File: config.mk
export PLATFORM = sky130hd
export DESIGN_NAME = can_error_diag_timestamp
export DESIGN_NICKNAME = d
export VERILOG_FILES = /design/src/can_error_diag_timestamp.v /design/src/stamp_memory.v
export VERILOG_INCLUDE_DIRS = /design/src /design/src/src
export SDC_FILE = /design/constraint.sdc
export NUM_CORES = 1
export LEC_CHECK = 0
export ABC_AREA = 1
export CORE_ASPECT_RATIO = 1.75
export CORE_MARGIN = 1
export CORE_UTILIZATION = 50
export CTS_BUF_LIST = sky130_fd_sc_hd__clkbuf_8
export DETAILED_ROUTE_END_ITERATION = 16
export DONT_BUFFER_PORTS = 1
export HOLD_SLACK_MARGIN = 0.15
export PLACE_DENSITY_LB_ADDON = 0.05
export SETUP_SLACK_MARGIN = 0.1
export SLEW_MARGIN = 25
export SYNTH_ARGS = -nofsm -noshare
export SYNTH_HDL_FRONTEND = slang
export SYNTH_HIERARCHICAL = 1
export SYNTH_SLANG_ARGS = --single-unit
File: constraint.sdc
create_clock -name clk -period 4.3 [get_ports clk]
set_clock_uncertainty 0.2 [all_clocks]
set_input_delay 0.645 -clock clk [delete_from_list [all_inputs] [get_ports clk]]
set_output_delay 0.645 -clock clk [all_outputs]
set_load 0.01 [all_outputs]
File: src/can_err_regs.vh
// register map, field layout and reset values of the error and time stamp block
`ifndef CAN_ERR_REGS_VH
`define CAN_ERR_REGS_VH

`define OFS_GLOBAL_CONFIG 8'h00
`define OFS_BIT_TIMING 8'h01
`define OFS_IRQ_ENABLE 8'h02
`define OFS_STATUS 8'h03
`define OFS_IRQ_CLEAR 8'h04
`define OFS_ERROR_COUNTS 8'h05
`define OFS_ERROR_DIAG 8'h06
`define OFS_TIME_STAMP 8'h07

`define CFG_ENABLE_BIT 0
`define CFG_TX_POL_BIT 1
`define CFG_RX_POL_BIT 2
`define CFG_STAMP_CLR_BIT 3
`define CFG_WIDTH 4
`define CFG_RESET 4'h0

`define TIMING_RESET 16'h0000
`define IRQ_ENABLE_BIT 0
`define IRQ_PENDING_BIT 0
`define IRQ_CLEAR_BIT 0
`define STAT_NODE_LSB 5

`define REC_MSB 15
`define REC_LSB 8
`define TEC_MSB 7
`define TEC_LSB 0

`define DIAG_FIELD_LSB 0
`define DIAG_INDEX_LSB 4
`define DIAG_TXE_BIT 10
`define DIAG_STUFF_BIT 11
`define DIAG_CRC_BIT 12
`define DIAG_MON_BIT 13
`define DIAG_DRIVE_BIT 14
`define DIAG_RESET 16'h0000

`define STAMP_RESET 16'h0000
`define COUNTS_RESET 16'h0000
`define REC_RESET 8'h00
`define TEC_RESET 8'h00

`define NODE_OFF 3'h0
`define NODE_ACTIVE 3'h2
`define NODE_WARNING 3'h3
`define NODE_PASSIVE 3'h4
`define NODE_BUS_OFF 3'h6
`define WARN_LIMIT 8'h60
`define PASSIVE_LIMIT 8'h80

`define FIELD_ACK 4'h4
`define RECESSIVE 1'b1

`endif

File: src/can_error_diag_timestamp.v
// error counters, last error diagnosis, bit time stamp and pin polarity
//
// Local design decisions: the register addresses and the plain strobed port.
`include "can_err_regs.vh"
`default_nettype none
module can_error_diag_timestamp #(
    parameter BUF_COUNT = 15,
    parameter BUF_AW = 4,
    parameter STAMP_W = 16
) (
    input wire clk,
    input wire sys_rst,
    input wire [7:0] reg_addr,
    input wire [15:0] reg_wdata,
    input wire reg_wr,
    input wire reg_rd,
    output reg [15:0] reg_rdata,
    input wire bus_rx_pin,
    output reg bus_tx_pin,
    input wire tx_bit,
    output reg rx_bit,
    input wire bit_tick,
    input wire field_start,
    input wire [3:0] field_code_in,
    input wire [5:0] field_len,
    input wire error_detect,
    input wire stuff_error,
    input wire crc_error,
    input wire transmitting,
    input wire [7:0] rx_error_count_in,
    input wire [7:0] tx_error_count_in,
    input wire bus_off,
    input wire frame_done,
    input wire [BUF_AW-1:0] frame_buf,
    input wire [BUF_AW-1:0] stamp_rd_idx,
    output wire [STAMP_W-1:0] stamp_rd_data,
    output reg controller_enable,
    output reg [15:0] bit_timing,
    output reg [2:0] node_state,
    output reg error_irq
);
    reg [`CFG_WIDTH-1:0] global_config_reg;
    reg [15:0] bit_timing_reg;
    reg error_irq_enable_reg;
    reg error_irq_pending_reg;
    reg [7:0] rx_error_count_reg;
    reg [7:0] tx_error_count_reg;
    reg [15:0] last_error_diagnosis_reg;
    reg [STAMP_W-1:0] bit_time_stamp_reg;
    reg [STAMP_W-1:0] bit_time_stamp_next;
    reg [3:0] field_code_reg;
    reg [5:0] bit_index_reg;
    reg [5:0] bit_index_next;
    reg rx_meta_reg;
    reg rx_sync_reg;
    reg [15:0] rdata_next;
    reg pending_next;
    reg [15:0] diag_next;
    wire irq_next = pending_next && error_irq_enable_reg;

    wire cfg_enable = global_config_reg[`CFG_ENABLE_BIT];
    wire cfg_tx_pol = global_config_reg[`CFG_TX_POL_BIT];
    wire cfg_rx_pol = global_config_reg[`CFG_RX_POL_BIT];
    wire cfg_stamp_clr = global_config_reg[`CFG_STAMP_CLR_BIT];
    wire wr_cfg = reg_wr && (reg_addr == `OFS_GLOBAL_CONFIG);
    wire wr_timing = reg_wr && (reg_addr == `OFS_BIT_TIMING);
    wire wr_irq_en = reg_wr && (reg_addr == `OFS_IRQ_ENABLE);
    wire wr_irq_clr = reg_wr && (reg_addr == `OFS_IRQ_CLEAR);
    wire counts_change = (rx_error_count_in != rx_error_count_reg) ||
        (tx_error_count_in != tx_error_count_reg);
    wire stamp_buf0_clear = frame_done && cfg_stamp_clr &&
        (frame_buf == {BUF_AW{1'b0}});

    // fault confinement level from counters
    function [2:0] node_of;
        input en;
        input off;
        input [7:0] rx_error_count;
        input [7:0] tx_error_count;
        begin
            if (!en) begin
                node_of = `NODE_OFF;
            end else if (off) begin
                node_of = `NODE_BUS_OFF;
            end else if (rx_error_count >= `PASSIVE_LIMIT || tx_error_count >= `PASSIVE_LIMIT) begin
                node_of = `NODE_PASSIVE;
            end else if (rx_error_count >= `WARN_LIMIT || tx_error_count >= `WARN_LIMIT) begin
                node_of = `NODE_WARNING;
            end else begin
                node_of = `NODE_ACTIVE;
            end
        end
    endfunction

    // receive pin synchroniser
    always @(posedge clk) begin
        if (sys_rst) begin
            rx_meta_reg <= `RECESSIVE;
            rx_sync_reg <= `RECESSIVE;
        end else begin
            rx_meta_reg <= bus_rx_pin;
            rx_sync_reg <= rx_meta_reg;
        end
    end

    always @(posedge clk) begin
        if (sys_rst) begin
            rx_bit <= `RECESSIVE;
            bus_tx_pin <= `RECESSIVE;
        end else begin
            rx_bit <= cfg_enable ? (rx_sync_reg ^ cfg_rx_pol) : `RECESSIVE;
            bus_tx_pin <= (cfg_enable ? tx_bit : `RECESSIVE) ^ cfg_tx_pol;
        end
    end

    always @(posedge clk) begin
        if (sys_rst) begin
            global_config_reg <= `CFG_RESET;
            bit_timing_reg <= `TIMING_RESET;
            error_irq_enable_reg <= 1'b0;
        end else begin
            if (wr_cfg) begin
                global_config_reg <= reg_wdata[`CFG_WIDTH-1:0];
            end
            if (wr_timing) begin
                bit_timing_reg <= reg_wdata;
            end
            if (wr_irq_en) begin
                error_irq_enable_reg <= reg_wdata[`IRQ_ENABLE_BIT];
            end
        end
    end

    always @* begin
        pending_next = error_irq_pending_reg;
        if (wr_irq_clr && reg_wdata[`IRQ_CLEAR_BIT]) begin
            pending_next = 1'b0;
        end
        // a change in the clear cycle still wins
        if (error_irq_enable_reg && counts_change) begin
            pending_next = 1'b1;
        end
    end

    always @(posedge clk) begin
        if (sys_rst) begin
            rx_error_count_reg <= `REC_RESET;
            tx_error_count_reg <= `TEC_RESET;
            error_irq_pending_reg <= 1'b0;
            error_irq <= 1'b0;
            node_state <= `NODE_OFF;
            controller_enable <= 1'b0;
            bit_timing <= `TIMING_RESET;
        end else begin
            rx_error_count_reg <= rx_error_count_in;
            tx_error_count_reg <= tx_error_count_in;
            error_irq_pending_reg <= pending_next;
            error_irq <= irq_next;
            node_state <= node_of(cfg_enable, bus_off, rx_error_count_in,
                tx_error_count_in);
            controller_enable <= cfg_enable;
            bit_timing <= bit_timing_reg;
        end
    end

    always @* begin
        bit_index_next = bit_index_reg;
        if (field_start) begin
            bit_index_next = field_len - 6'h01;
        end else if (bit_tick) begin
            bit_index_next = bit_index_reg - 6'h01;
        end
    end

    always @(posedge clk) begin
        if (sys_rst) begin
            field_code_reg <= 4'h0;
            bit_index_reg <= 6'h00;
        end else begin
            if (field_start) begin
                field_code_reg <= field_code_in;
            end
            bit_index_reg <= bit_index_next;
        end
    end

    always @* begin
        diag_next = `DIAG_RESET;
        diag_next[`DIAG_FIELD_LSB +: 4] = field_code_reg;
        diag_next[`DIAG_INDEX_LSB +: 6] = bit_index_reg;
        diag_next[`DIAG_TXE_BIT] = transmitting;
        diag_next[`DIAG_STUFF_BIT] = stuff_error;
        diag_next[`DIAG_CRC_BIT] = crc_error;
        diag_next[`DIAG_MON_BIT] = rx_bit;
        diag_next[`DIAG_DRIVE_BIT] = bus_tx_pin;
    end

    always @(posedge clk) begin
        if (sys_rst) begin
            last_error_diagnosis_reg <= `DIAG_RESET;
        end else if (error_detect) begin
            last_error_diagnosis_reg <= diag_next;
        end
    end

    always @* begin
        bit_time_stamp_next = bit_time_stamp_reg;
        if (stamp_buf0_clear) begin
            bit_time_stamp_next = `STAMP_RESET;
        end else if (bit_tick) begin
            bit_time_stamp_next = bit_time_stamp_reg + {{(STAMP_W-1){1'b0}}, 1'b1};
        end
    end

    always @(posedge clk) begin
        if (sys_rst) begin
            bit_time_stamp_reg <= `STAMP_RESET;
        end else begin
            bit_time_stamp_reg <= bit_time_stamp_next;
        end
    end

    // indexes past the last buffer must not reach the store
    wire stamp_wr_en = frame_done && (frame_buf < BUF_COUNT);
    // an absent slot reads as slot 0 rather than unknown
    wire [BUF_AW-1:0] stamp_rd_slot = (stamp_rd_idx < BUF_COUNT) ? stamp_rd_idx :
        {BUF_AW{1'b0}};

    stamp_memory #(
        .DEPTH(BUF_COUNT),
        .AW(BUF_AW),
        .DW(STAMP_W)
    ) stamp_store (
        .clk(clk),
        .wr_en(stamp_wr_en),
        .wr_addr(frame_buf),
        .wr_data(bit_time_stamp_reg),
        .rd_addr(stamp_rd_slot),
        .rd_data(stamp_rd_data)
    );

    // read-only registers have no write path
    always @* begin
        rdata_next = 16'h0000;
        case (reg_addr)
            `OFS_GLOBAL_CONFIG: begin
                rdata_next[`CFG_WIDTH-1:0] = global_config_reg;
            end
            `OFS_BIT_TIMING: begin
                rdata_next = bit_timing_reg;
            end
            `OFS_IRQ_ENABLE: begin
                rdata_next[`IRQ_ENABLE_BIT] = error_irq_enable_reg;
            end
            `OFS_STATUS: begin
                rdata_next[`IRQ_PENDING_BIT] = error_irq_pending_reg;
                rdata_next[`STAT_NODE_LSB +: 3] = node_state;
            end
            `OFS_ERROR_COUNTS: begin
                rdata_next[`REC_MSB:`REC_LSB] = rx_error_count_reg;
                rdata_next[`TEC_MSB:`TEC_LSB] = tx_error_count_reg;
            end
            `OFS_ERROR_DIAG: begin
                rdata_next = last_error_diagnosis_reg;
            end
            `OFS_TIME_STAMP: begin
                rdata_next = bit_time_stamp_reg[15:0];
            end
            default: begin
                rdata_next = 16'h0000;
            end
        endcase
    end

    // data stands only in the cycle after the strobe
    always @(posedge clk) begin
        if (sys_rst) begin
            reg_rdata <= 16'h0000;
        end else if (reg_rd) begin
            reg_rdata <= rdata_next;
        end else begin
            reg_rdata <= 16'h0000;
        end
    end
endmodule // can_error_diag_timestamp
`default_nettype wire

File: src/stamp_memory.v
// per-buffer time stamp store, registered read port
`default_nettype none
module stamp_memory #(
    parameter DEPTH = 15,
    parameter AW = 4,
    parameter DW = 16
) (
    input wire clk,
    input wire wr_en,
    input wire [AW-1:0] wr_addr,
    input wire [DW-1:0] wr_data,
    input wire [AW-1:0] rd_addr,
    output reg [DW-1:0] rd_data
);
    reg [DW-1:0] mem [0:DEPTH-1];

    always @(posedge clk) begin
        if (wr_en) begin
            mem[wr_addr] <= wr_data;
        end
        // no reset on contents; reader asks only for stored slots
        rd_data <= mem[rd_addr];
    end
endmodule // stamp_memory
`default_nettype wire

Yosys cells after proc, flatten, opt, wreduce, memory -nomap -nowiden

Memory sizes are Yosys's and may differ from the RTL's. A register that Yosys moved wholly into a read port is not among the register bits.
Index checks and enable logic that the tools add are counted.

Bitwise logic cells: 4
$mul: 0
Muxes and demuxes: 16
Shifts and indexed selects: 0
$add $sub $neg: 3
Reductions and logical operators: 20
Equal/unequal tests: 9
Div/mod/pow operators: 0
Order comparisons: 6

Operator list:

| kind                                                               | count |
|---|---|
| == test 8 x 3 -> 1 bit (second input constant)                     | 4 |
| case mux 8 bit (4 select lines)                                    | 1 |
| case mux 3 bit (5 select lines)                                    | 2 |
| adder 16 x 1 -> 16 bit (second input constant)                     | 1 |
| == test 8 x 2 -> 1 bit (second input constant)                     | 2 |
| greater-or-equal comparator 8 x 7 -> 1 bit (second input constant) | 2 |
| greater-or-equal comparator 8 bit (second input constant)          | 2 |
| inequality test 8 bit                                              | 2 |
| 2-to-1 mux 6 bit                                                   | 2 |
| subtractor 6 x 1 -> 6 bit (second input constant)                  | 2 |
| logical AND 1 bit                                                  | 10 |
| == test 8 x 1 -> 1 bit (second input constant)                     | 1 |
| logical NOT 8 bit                                                  | 1 |
| < comparator 4 bit (second input constant)                         | 2 |
| case mux 1 bit (7 select lines)                                    | 1 |
| 2-to-1 mux 1 bit                                                   | 6 |
| 2-to-1 mux 3 bit                                                   | 2 |
| OR reduction 2 bit                                                 | 3 |
| logical NOT 4 bit                                                  | 1 |
| 2-to-1 mux 4 bit                                                   | 1 |
| case mux 1 bit (4 select lines)                                    | 1 |
| OR reduction 4 bit                                                 | 1 |
| logical OR 1 bit                                                   | 3 |
| inverter 1 bit                                                     | 2 |
| other kinds (2)                                                    | 3 |

Bits in latches: 0
Register bits after elaboration: 120
Input bits: 72
Word-level logic and storage cells: 79
Bits in writable memories: 240
Bits in read-only memories: 0
Memories kept: 1
Output and inout port bits: 55

Memories:

| name            | depth | bits a word | rd ports | clocked after Yosys merged registers in | wr ports | line              | source |
|---|---|---|---|---|---|---|---|
| stamp_store.mem | 15    | 16          | 1        | 1                                       | 1        | stamp_memory.v:15 | `reg [DW-1:0] mem [0:DEPTH-1];` |

Longest topological paths before layout

Gate-level depths: netlist (run 1).

Word-level depth: 6
Gate-level depth with buffers: 13

Modules after synthesis

Netlist (run 1), hierarchy kept.

Modules (own cells, without submodules):

| module                   | cells each | times used | area each (sq um) | seq. area each (sq um) |
|---|---|---|---|---|
| stamp_memory             | 957        | 1          | 10458.8           | 7527.2 |
| can_error_diag_timestamp | 742        | 1          | 5122.4            | 2402.3 |

Worst setup path after synthesis (run 1)

OpenSTA, ideal clock, no wires.

Path type: in2reg
Start point: in frame_buf[1]
End point: mem stamp_store.mem[10][0], enable pin
Arrival: 1.835 ns
Setup slack: 1.876 ns
Stages on the path: 3
Data required time: 3.712 ns
Buffers on the path: 0
Cell sequence: a41oi_1 nand3b_1 nor2_1

Longest elaborated chain between the ends: 4

Ends and longest elaborated chain:

| what                                   | line                           | source |
|---|---|---|
| start: declaration                     | can_error_diag_timestamp.v:34  | `input wire [BUF_AW-1:0] frame_buf,` |
| < comparator 4 bit                     | can_error_diag_timestamp.v:224 | `wire stamp_wr_en = frame_done && (frame_buf < BUF_COUNT);` |
| logical AND 1 bit                      | can_error_diag_timestamp.v:224 |  |
| 2-to-1 mux 1 bit                       | stamp_memory.v:18              | `if (wr_en) begin` |
| 2-to-1 mux 1 bit (implied by the code) | stamp_memory.v:19              | `mem[wr_addr] <= wr_data;` |
| end: declaration                       | stamp_memory.v:15              |  |

Several ways; a longest one is shown, not always the timed one.

Worst setup path after layout (run 1)

Start point: reg bit_time_stamp_reg[0]
End point: reg bit_time_stamp_reg[14]

Longest elaborated chain between the ends: 1

Ends and longest elaborated chain:

| what                     | line                           | source |
|---|---|---|
| start: declaration       | can_error_diag_timestamp.v:49  | `reg [STAMP_W-1:0] bit_time_stamp_reg;` |
| start signal: assignment | can_error_diag_timestamp.v:217 | `` bit_time_stamp_reg <= `STAMP_RESET; `` |
| start signal: assignment | can_error_diag_timestamp.v:219 | `bit_time_stamp_reg <= bit_time_stamp_next;` |
| adder 16 x 1 -> 16 bit   | can_error_diag_timestamp.v:211 | `bit_time_stamp_next = bit_time_stamp_reg + {{(STAMP_W-1){1'b0}}, 1'b1};` |

No other way between the ends.
A chain may end at the register's enable or synchronous reset.

==> results of run 1 <==
==> per-layer routing <==
layer,GRT usage,part of all wire
met1,0.2885,0.38
met2,0.4690,0.51
met3,0.04587,0.050
met4,0.1668,0.064
met5,0,0
==> report_power, final <==
group          leakage [nW]  switching [mW]  internal [mW]
clock                 0.629            1.31           1.57
sequential             3.60          0.0537           3.87
combinational          3.20           0.280          0.138
total                  7.43            1.65           5.57
==> cell usage after synthesis, drive strengths merged (3+ instances only) <==
| cell type | count | share of area |
|---|---|---|
| o22ai | 5 | 0.0020 |
| a21oi | 41 | 0.014 |
| nand3b | 4 | 0.0019 |
| dfxtp | 136 | 0.17 |
| edfxtp | 240 | 0.46 |
| inv | 198 | 0.048 |
| nand2 | 587 | 0.14 |
| o21ai | 60 | 0.019 |
| xor2 | 6 | 0.0034 |
| buf | 44 | 0.020 |
| nand4 | 3 | 0.0012 |
| clkinv | 3 | 0.00080 |
| clkbuf | 21 | 0.0051 |
| nor2 | 170 | 0.043 |
| nand3 | 156 | 0.051 |
| nor3 | 10 | 0.0042 |
==> final cells by class <==
cell class / count / area [µm²]
fill: 2763 / 13160
sequential: 376 / 9930
multi-input combinational: 1057 / 4559
clock buffer: 63 / 867.1
inverter: 201 / 758.2
timing repair buffer: 74 / 738.2
tap: 391 / 489.2
clock inverter: 31 / 232.7
antenna: 1 / 2.502
==> repair_timing <==
action	4_1_cts	5_1_grt
endpoints found under the hold margin	92	0
buffers inserted	0	0
hold buffers	51	0
==> worst max-delay path, delay by kind of cell, from the launching register on <==
family | cells | cell delay (ns)
buffers and inverters | 1 | 0.12
AO/OA/AOI/OAI | 1 | 0.16
flip-flops | 1 | 0.71
adder cells (fa/ha/maj) | 1 | 0.24
AND/OR/NAND/NOR | 7 | 0.85
==> worst max-delay path by stage <==
stage          slack [ns]                  start                      end  cells after the start
2_1_floorplan        1.88           frame_buf[1]   stamp_store/mem[10][0]                      3
3_3_place_gp         1.49        stamp_rd_idx[0]   stamp_store/rd_data[2]                     12
3_5_place_dp         1.47        stamp_rd_idx[0]  stamp_store/rd_data[10]                     12
4_1_cts              1.91  bit_time_stamp_reg[0]   bit_time_stamp_reg[14]                     10
5_1_grt              1.71  bit_time_stamp_reg[0]   bit_time_stamp_reg[14]                     10
6_report             1.93  bit_time_stamp_reg[0]   bit_time_stamp_reg[14]                     10
==> cells by family after synthesis <==
group,share of synthesized area
simple gates,0.2450
flops,0.6373
buf+inv,0.07348
compound gates,0.03871
xor+xnor,0.003935
fa+ha+maj,0.001606
==> summary.md, run 1 <==
| Metric | Value |
|---|---|
| Overall power consumption | `7.221 mW` |
| Commonest non-fill, non-tap cell in the layout | `nand2_1` |
| Clk Tree Root Cell | `clkbuf_8` |
| Number of sinks on the clock net | `376` |
| Total I/O pin count | `between 100 and 150` |
| Most used flip-flop cell after synthesis | `edfxtp_1` |
| Worst setup slack for register-to-register paths | `roughly 1.9 ns` |
| Peak supply drop | `0.0003905 V` |
| Most frequent cells in the layout | `nand2_1 (585), edfxtp_1 (240), inv_1 (210)` |
| Wire length per cell after detailed routing | `18.69 µm` |
| Die span in y | `roughly 240 µm` |
| Critical path peak fanout | `20` |
| Via-per-instance ratio | `between 5 and 6` |
| Proportion of synthesized flip-flops having asynchronous set or reset | `0` |
| Rows | `85` |
| Register bit count reported by yosys | `approximately 380` |
| Max-capacitance violation count | `0` |
| Gate Count Post-Synth | `1699` |
| WHS Endpoint | `bit_index_reg[2]` |
| Slew at the pin closest to its max-slew limit | `0.9486 ns` |
| Global-route usage over all layers | `0.2651` |
| H-tree level count | `2` |
| Area post-placement | `0.01595 mm²` |
| Worst-case headroom to the max-slew limit | `0.3667` |
| Worst Path Arrival | `2.67 ns` |
| Synth Net Count | `1773` |
| Initial detailed-routing violation count | `624` |
| Finished Layout Cells | `2194` |
| Leak pwr | `7.428 nW` |
| Post-synthesis cell area | `around 0.016 mm²` |
| Finished layout cell area | `0.01758 mm²` |
| Final Worst Setup Slack | `1.932 ns` |
| GP Congestion | `0.8079` |
| Number of resized instances in the post-cts repair step | `0` |
| Hold Violations, Final | `0` |
| Flip-flop count of the largest register, all copies and words added | `240` |
| Final number of setup-violating endpoints | `0` |
| RR Endpoint | `bit_time_stamp_reg[14]` |
| Count of placed standard cells including taps | `2048` |
| Status | `completed` |
| Worst hold stages | `3` |
| Die X | `about 140 µm` |
| Number of input and output port buffers inserted | `0` |
| 1st-pass router iterations | `4` |
| Clock input transition at the sequential cells of the worst setup and hold paths | `0.07 ns` |
| DRC violation count after routing | `0` |
| Top cell by count, worst path | `nand2_1` |
| Initial antenna violation count | `1` |
| Final HPWL from detailed placement | `25270 µm` |
| Worst min-delay path class | `in -> reg` |
| Cell type of the slowest stage on the worst timing path | `dfxtp_1` |
| TritonCTS Buffers | `52` |
| Worst setup slack after placement | `1.467 ns` |
| Clock latency on the worst-skew pair | `~0.61 ns` |
| HP Start | `bit_tick` |
| Worst-case reg-to-reg path depth | `10` |
| Vias in the first global route | `11.33k` |
| Critical path class | `reg -> reg` |
| Routed Wire Length | `just over 40000 µm` |
| Areal power density over the cells | `410.8 mW/mm²` |
| Number of nets still failing antenna checks after routing | `0` |
| Pin count of the biggest net entering global routing | `113` |
| Worst Hold Slack | `0.1898 ns` |
| Final Max Slew Viols | `0` |
| Core region area | `0.03074 mm²` |
| Total via count in the routed design | `11.30k` |
| Total Die Area | `0.03190 mm²` |
| Nets | `1836` |
| Setup repair after global routing missed its margin | `false` |
| Source of the worst register-to-register timing path | `bit_time_stamp_reg[0]` |
| Post-layout minimum cycle time | `2.368 ns` |
| TritonCTS clock tree | `yes` |
| Library cells used by synthesis | `43` |
| Core Util, Final | `0.5719` |
| Maximum cell stage delay along the critical path | `roughly 0.71 ns` |
| Layout-stage area growth over the synthesis result | `12.81%` |
| Maximum buffer depth of the clock tree | `3` |
| Final sum of negative setup slack | `0 ns` |
| Number of flops mapped to enable cells by yosys | `240` |
| Startpoint types | `register` |
| Final cycle utilization of the critical path | `0.5506` |
| Sequential element share of the synthesized area | `0.6373` |
| Count of synthesis-stage warnings from yosys | `6` |
| Initial Utilization | `0.5069` |
| Ratio of cells with drive above 1 in the final layout | `0.07381` |
| Syn Area/Cell | `9.171 µm²` |
| Data required time at the worst endpoint | `4.61 ns` |
| Kind of capture point of the worst setup path | `register` |
| FMAX | `422.4 MHz` |
| Critical Path, Cell by Cell | `ha_1 -> nand2_1 -> nor2_1 -> nand2_1 -> inv_1 -> nand2_1 -> nor2_1 -> nand2_1 -> o21ai_0 -> nor2_1` |
| Global-route wire length before repair | `62270 µm` |
| Remaining global-route overflow | `0` |
No activity file was read; power rests on OpenSTA's default activity.
==> inputs of run 2 (changes only) <==
- clock period: 4.3 -> 2.1 ns (I/O delays scaled with it)
==> run 2 against run 1 <==
Non-clock buffer count grew 109. Critical endpoint is now stamp_store/mem[7][5]. Critical path depth decreased by 5. Power rose by 100%. Register-to-register slack got worse by 1.8 ns. Cell count up 4.9%.
==> summary.md, run 2 (same netlist as run 1, synthesis figures left out) <==
| Metric | Value |
|---|---|
| Status | `completed` |
| Clk Tree Root Cell | `clkbuf_8` |
| Critical path peak fanout | `12` |
| Global-route usage over all layers | `0.2743` |
| Rows | `85` |
| Via-per-instance ratio | `just over 5` |
| Initial Utilization | `0.5069` |
| Wire length per cell after detailed routing | `between 15 and 20 µm` |
| Core region area | `0.03074 mm²` |
| Total Die Area | `between 0.03 and 0.04 mm²` |
| Final Max Slew Viols | `0` |
| Initial detailed-routing violation count | `707` |
| Number of sinks on the clock net | `376` |
| Clock input transition at the sequential cells of the worst setup and hold paths | `0.07 ns` |
| Number of input and output port buffers inserted | `0` |
| Ratio of cells with drive above 1 in the final layout | `0.1058` |
| Number of filler cells placed in the layout | `between 2k and 3k` |
| Peak supply drop | `~0.00066 V` |
| Global-route wire length before repair | `65270 µm` |
| Slew at the pin closest to its max-slew limit | `0.6025 ns` |
| Antenna cells | `0` |
| H-tree level count | `2` |
| Layout-stage area growth over the synthesis result | `20.50%` |
| Remaining global-route overflow | `0` |
| Max-capacitance violation count | `0` |
| Areal power density over the cells | `781.7 mW/mm²` |
| Final Worst Setup Slack | `around 0.16 ns` |
| Data required time at the worst endpoint | `between 2 and 2.5 ns` |
| Total via count in the routed design | `11.91k` |
| 1st-pass router iterations | `5` |
| Initial antenna violation count | `0` |
| Leak pwr | `about 8.0 nW` |
| Total I/O pin count | `127` |
| TritonCTS clock tree | `yes` |
| Hold Violations, Final | `0` |
| Most frequent cells in the layout | `nand2_1 (585), edfxtp_1 (240), inv_1 (209)` |
| Vias in the first global route | `11.95k` |
| Clock latency on the worst-skew pair | `slightly below 0.6 ns` |
| TritonCTS Buffers | `51` |
| Finished Layout Cells | `2301` |
| Die span in y | `235.5 µm` |
| Final HPWL from detailed placement | `roughly 28000 µm` |
| Startpoint types | `input pin` |
| Final cycle utilization of the critical path | `0.9253` |
| Setup repair after global routing missed its margin | `true` |
| Die X | `135.4 µm` |
| Routed Wire Length | `42510 µm` |
| Final sum of negative setup slack | `0 ns` |
| Final number of setup-violating endpoints | `0` |
| Worst-case headroom to the max-slew limit | `0.5970` |
| Launch point of the critical path | `frame_buf[0]` |
| Worst setup slack for register-to-register paths | `0.18 ns` |
| Finished layout cell area | `0.01878 mm²` |
| GP Congestion | `0.8722` |
| RR Endpoint | `bit_index_reg[5]` |
| Number of nets still failing antenna checks after routing | `0` |
| Multi-input logic area | `0.004609 mm²` |
| Post-layout minimum cycle time | `1.943 ns` |
| Source of the worst register-to-register timing path | `bit_index_reg[0]` |
| Worst Path Arrival | `2.03 ns` |
| FMAX | `514.6 MHz` |
| Commonest non-fill, non-tap cell in the layout | `nand2_1` |
| Flip-flop count of the largest register, all copies and words added | `240` |
| Area post-placement | `0.01655 mm²` |
| Nets | `between 1.5k and 2k` |
| Area used by sequential logic in the layout | `0.009937 mm²` |
| Critical path class | `in -> reg` |
| Worst-case reg-to-reg path depth | `8` |
| Worst hold stages | `8` |
| Critical path endpoint | `stamp_store/mem[7][5]` |
| DRC violation count after routing | `0` |
| Kind of capture point of the worst setup path | `register` |
| Count of placed standard cells including taps | `approximately 2.1k` |
| Worst setup slack after placement | `-0.008351 ns` |
| Worst min-delay path class | `in -> reg` |
| Maximum buffer depth of the clock tree | `3` |
| Pin count of the biggest net entering global routing | `64` |
[run 2: cell types whose count changed in the layout (fill, tap and decap cells not counted), moves of 6 or more]
cell and change:
buf_12 +18, buf_4 +35, clkinv_2 -6, dfxtp_1 -6, dfxtp_2 +6, dlygate4sd3_1 +52, nor2_1 -12, nor2_2 +12
[run 2: worst max-delay path, stage by stage]
cell	delay (ns)
dlygate4sd3_1	0.58
nand2_1	0.07
dlygate4sd3_1	0.62
nor2_2	0.23
buf_12	0.19
[run 2: through the flow]
step	util	total power, mW	hold slack (ns)
4_1_cts	0.6077	14.81	-0.3451
3_5_place_dp	0.5384	9.015	0.1932
6_report	0.6109	14.68	0.1357
2_1_floorplan	-	8.732	0.1895
5_1_grt	0.6109	15.22	0.1542
3_3_place_gp	0.5384	9.003	0.1907
[run 2: report_power, final]
group          internal (mW)  leakage [nW]  total, mW  switching [mW]
clock                   2.98         0.596       5.63            2.65
combinational          0.402          3.79       1.03           0.632
sequential              7.92          3.60       8.01          0.0920
[run 2: worst min-delay path by stage]
stage | startpoint | to | slack (ns)
global placement | sys_rst | bit_index_reg[5] | 0.19
detailed placement | sys_rst | bit_index_reg[5] | 0.19
floorplan | rx_meta_reg | rx_sync_reg | 0.19
global route | field_start | bit_index_reg[3] | 0.15
finish | reg_addr[2] | bit_timing_reg[0] | 0.14
CTS | field_start | field_code_reg[0] | -0.35
[run 2: repair_timing]
action                     4_1_cts  5_1_grt
setup buffers                    0        3
hold buffers                   106        1
resized for setup                0       29
setup endpoints to repair        0       18
hold endpoints to repair       362        4
[run 2: layout make-up]
| cell class | instances | share of cell area |
|---|---|---|
| Tap cell | 391 | 0.02606 |
| Multi-Input combinational cell | 1057 | 0.2455 |
| Sequential cell | 376 | 0.5293 |
| Clock buffer | 64 | 0.04691 |
| Clock inverter | 29 | 0.008996 |
| Timing Repair Buffer | 183 | 0.1029 |
| Inverter | 201 | 0.04038 |
[run 2: per-layer routing]
metal,track usage,share of wire,vias up
met5,0,0,-
met4,0.1576,0.057,0
met3,0.04866,0.054,124
met2,0.4922,0.52,381
met1,0.2977,0.37,5608
li1,-,-,5792
==> inputs of run 3 (changes only) <==
--- a/config.mk
+++ b/config.mk
@@ -10,4 +10,4 @@
 export CORE_ASPECT_RATIO = 1.75
-export CORE_MARGIN = 1
-export CORE_UTILIZATION = 50
+export CORE_MARGIN = 5
+export CORE_UTILIZATION = 42
 export CTS_BUF_LIST = sky130_fd_sc_hd__clkbuf_8
==> constraint.sdc (replaced) <==
create_clock -name clk -period 2.1 [get_ports clk]
set_clock_uncertainty 0.2 [all_clocks]
set_input_delay 0.105 -clock clk [delete_from_list [all_inputs] [get_ports clk]]
set_output_delay 0.105 -clock clk [all_outputs]
set_load 0.01 [all_outputs]
==> run 3 against run 2 <==
Critical path depth is 3 higher. Wire length is 7.3% higher. Register-to-register slack hardly changed. Combinational power hardly changed. Flip-flop and latch count stayed put. Final area is 2.3% higher. Utilization is 8.9 points lower. Critical path type unchanged. Critical endpoint is now error_irq_pending_reg. Highest routed layer unchanged.
==> summary.md, run 3 (same netlist as run 1, synthesis figures left out) <==
| Metric | Value |
|---|---|
| Status | `completed` |
| Core Util, Final | `0.5223` |
| Total via count in the routed design | `12.00k` |
| Finished layout cell area | `approximately 0.019 mm²` |
| Remaining global-route overflow | `0` |
| Number of filler cells placed in the layout | `between 3k and 4k` |
| Peak supply drop | `0.0005397 V` |
| Commonest non-fill, non-tap cell in the layout | `nand2_1` |
| Wire length per cell after detailed routing | `18.79 µm` |
| Via-per-instance ratio | `4.944` |
| Maximum buffer depth of the clock tree | `3` |
| TritonCTS Buffers | `55` |
| Post-CTS setup buffers | `0` |
| Global-route wire length before repair | `between 60000 and 70000 µm` |
| Clock input transition at the sequential cells of the worst setup and hold paths | `0.06 ns` |
| Layout-stage area growth over the synthesis result | `23.26%` |
| Final cycle utilization of the critical path | `0.9671` |
| Global-route usage over all layers | `0.2215` |
| Data required time at the worst endpoint | `approximately 2.4 ns` |
| Initial detailed-routing violation count | `578` |
| Rows | `93` |
| FMAX | `492.4 MHz` |
| Worst-case reg-to-reg path depth | `10` |
| Final Worst Setup Slack | `between 0.06 and 0.07 ns` |
| Clk Tree Root Cell | `clkbuf_8` |
| TritonCTS clock tree | `yes` |
| Most frequent cells in the layout | `nand2_1 (584), edfxtp_1 (240), inv_1 (219)` |
| Final number of setup-violating endpoints | `0` |
| Critical path class | `in -> reg` |
| Count of placed standard cells including taps | `2168` |
| Source of the worst register-to-register timing path | `tx_error_count_reg[2]` |
| Nets | `1985` |
| Post-layout minimum cycle time | `2.031 ns` |
| Setup repair after global routing missed its margin | `true` |
| Worst setup slack for register-to-register paths | `between 0.15 and 0.2 ns` |
| Flip-flop count of the largest register, all copies and words added | `240` |
| 1st-pass router iterations | `5` |
| HP Start | `field_start` |
| Worst Path Arrival | `2.33 ns` |
| Worst setup slack after placement | `0.02492 ns` |
| Number of sinks on the clock net | `376` |
| Overall power consumption | `14.49 mW` |
| Core region area | `between 0.03 and 0.04 mm²` |
| Final Max Slew Viols | `0` |
| Final HPWL from detailed placement | `28620 µm` |
| Startpoint types | `input pin` |
| Areal power density over the cells | `754.5 mW/mm²` |
| Die X | `about 160 µm` |
| Worst min-delay path class | `in -> reg` |
| Pin count of the biggest net entering global routing | `62` |
| GP Congestion | `approximately 0.83` |
| Total Die Area | `just over 0.04 mm²` |
| Ratio of cells with drive above 1 in the final layout | `0.08662` |
| Worst-case headroom to the max-slew limit | `0.5639` |
| Max-capacitance violation count | `0` |
| RR Endpoint | `error_irq_pending_reg` |
| Worst Hold Slack | `0.1776 ns` |
| Routed Wire Length | `45610 µm` |
| DRC violation count after routing | `0` |
| Kind of capture point of the worst setup path | `register` |
| Initial antenna violation count | `1` |
| Number of input and output port buffers inserted | `0` |
| Total I/O pin count | `127` |
| Number of nets still failing antenna checks after routing | `0` |
| Area post-placement | `0.01655 mm²` |
| Leak pwr | `approximately 8.1 nW` |
| Slew at the pin closest to its max-slew limit | `0.6533 ns` |
| Die span in y | `~260 µm` |
| Critical path peak fanout | `3` |
| Launch point of the critical path | `reg_wdata[0]` |
| Hold Violations, Final | `0` |
| Vias in the first global route | `12.30k` |
| Final sum of negative setup slack | `0 ns` |
| Finished Layout Cells | `2427` |
| Critical path endpoint | `error_irq_pending_reg` |
| Initial Utilization | `0.4237` |
| H-tree level count | `2` |
| Clock latency on the worst-skew pair | `between 0.6 and 0.7 ns` |
==> run 3: cell type report <==
| type | count | area [µm²] | area share |
|---|---|---|---|
| Multi-Input combinational cell | 1057 | 4577 | 0.2383 |
| Clock inverter | 35 | 143.9 | 0.007492 |
| Inverter | 201 | 760.7 | 0.03961 |
| Tap cell | 475 | 594.3 | 0.03094 |
| Antenna cell | 1 | 2.502 | 0.0001303 |
| Sequential cell | 376 | 9932 | 0.5171 |
| Clock buffer | 62 | 853.3 | 0.04443 |
| Timing Repair Buffer | 220 | 2342 | 0.1220 |
==> run 3: worst min-delay path by stage <==
stage | end | slack (ns) | cells after the start
floorplan | node_state[0] | -0.006 | 1
global placement | bit_timing_reg[3] | -0.02 | 1
detailed placement | global_config_reg[3] | -0.02 | 1
CTS | reg_rdata[5] | 0.15 | 7
global route | reg_rdata[12] | 0.21 | 7
finish | bit_index_reg[5] | 0.18 | 7
==> run 3: power breakdown <==
group | internal, mW | switching [mW] | total [mW]
Combinational | 0.409 | 0.635 | 1.04
Sequential | 7.92 | 0.0983 | 8.02
Clock | 2.68 | 2.75 | 5.43
==> run 3: repair_timing <==
item / CTS / global route
hold buffers: 158 / 4
resized for setup: 0 / 11
endpoints found under the hold margin: 376 / 5
endpoints found under the setup margin: 0 / 27
==> run 3: layer usage <==
metal	routed length, µm	share of wire	track usage	vias up
met4	2426	0.053	0.1040	0
met2	24390	0.53	0.4127	317
met3	2132	0.047	0.03822	115
met1	16660	0.37	0.2399	5695
li1	-	-	-	5872
met5	0	0	0	-
==> run 3: worst max-delay path, stage by stage <==
cell           delay [ns]
dlygate4sd3_1        0.55
inv_1                0.08
nor3_1               0.21
dlygate4sd3_1        0.59
nand2_1              0.06
nand2_1              0.09
a21oi_1              0.08
dlygate4sd3_1        0.57
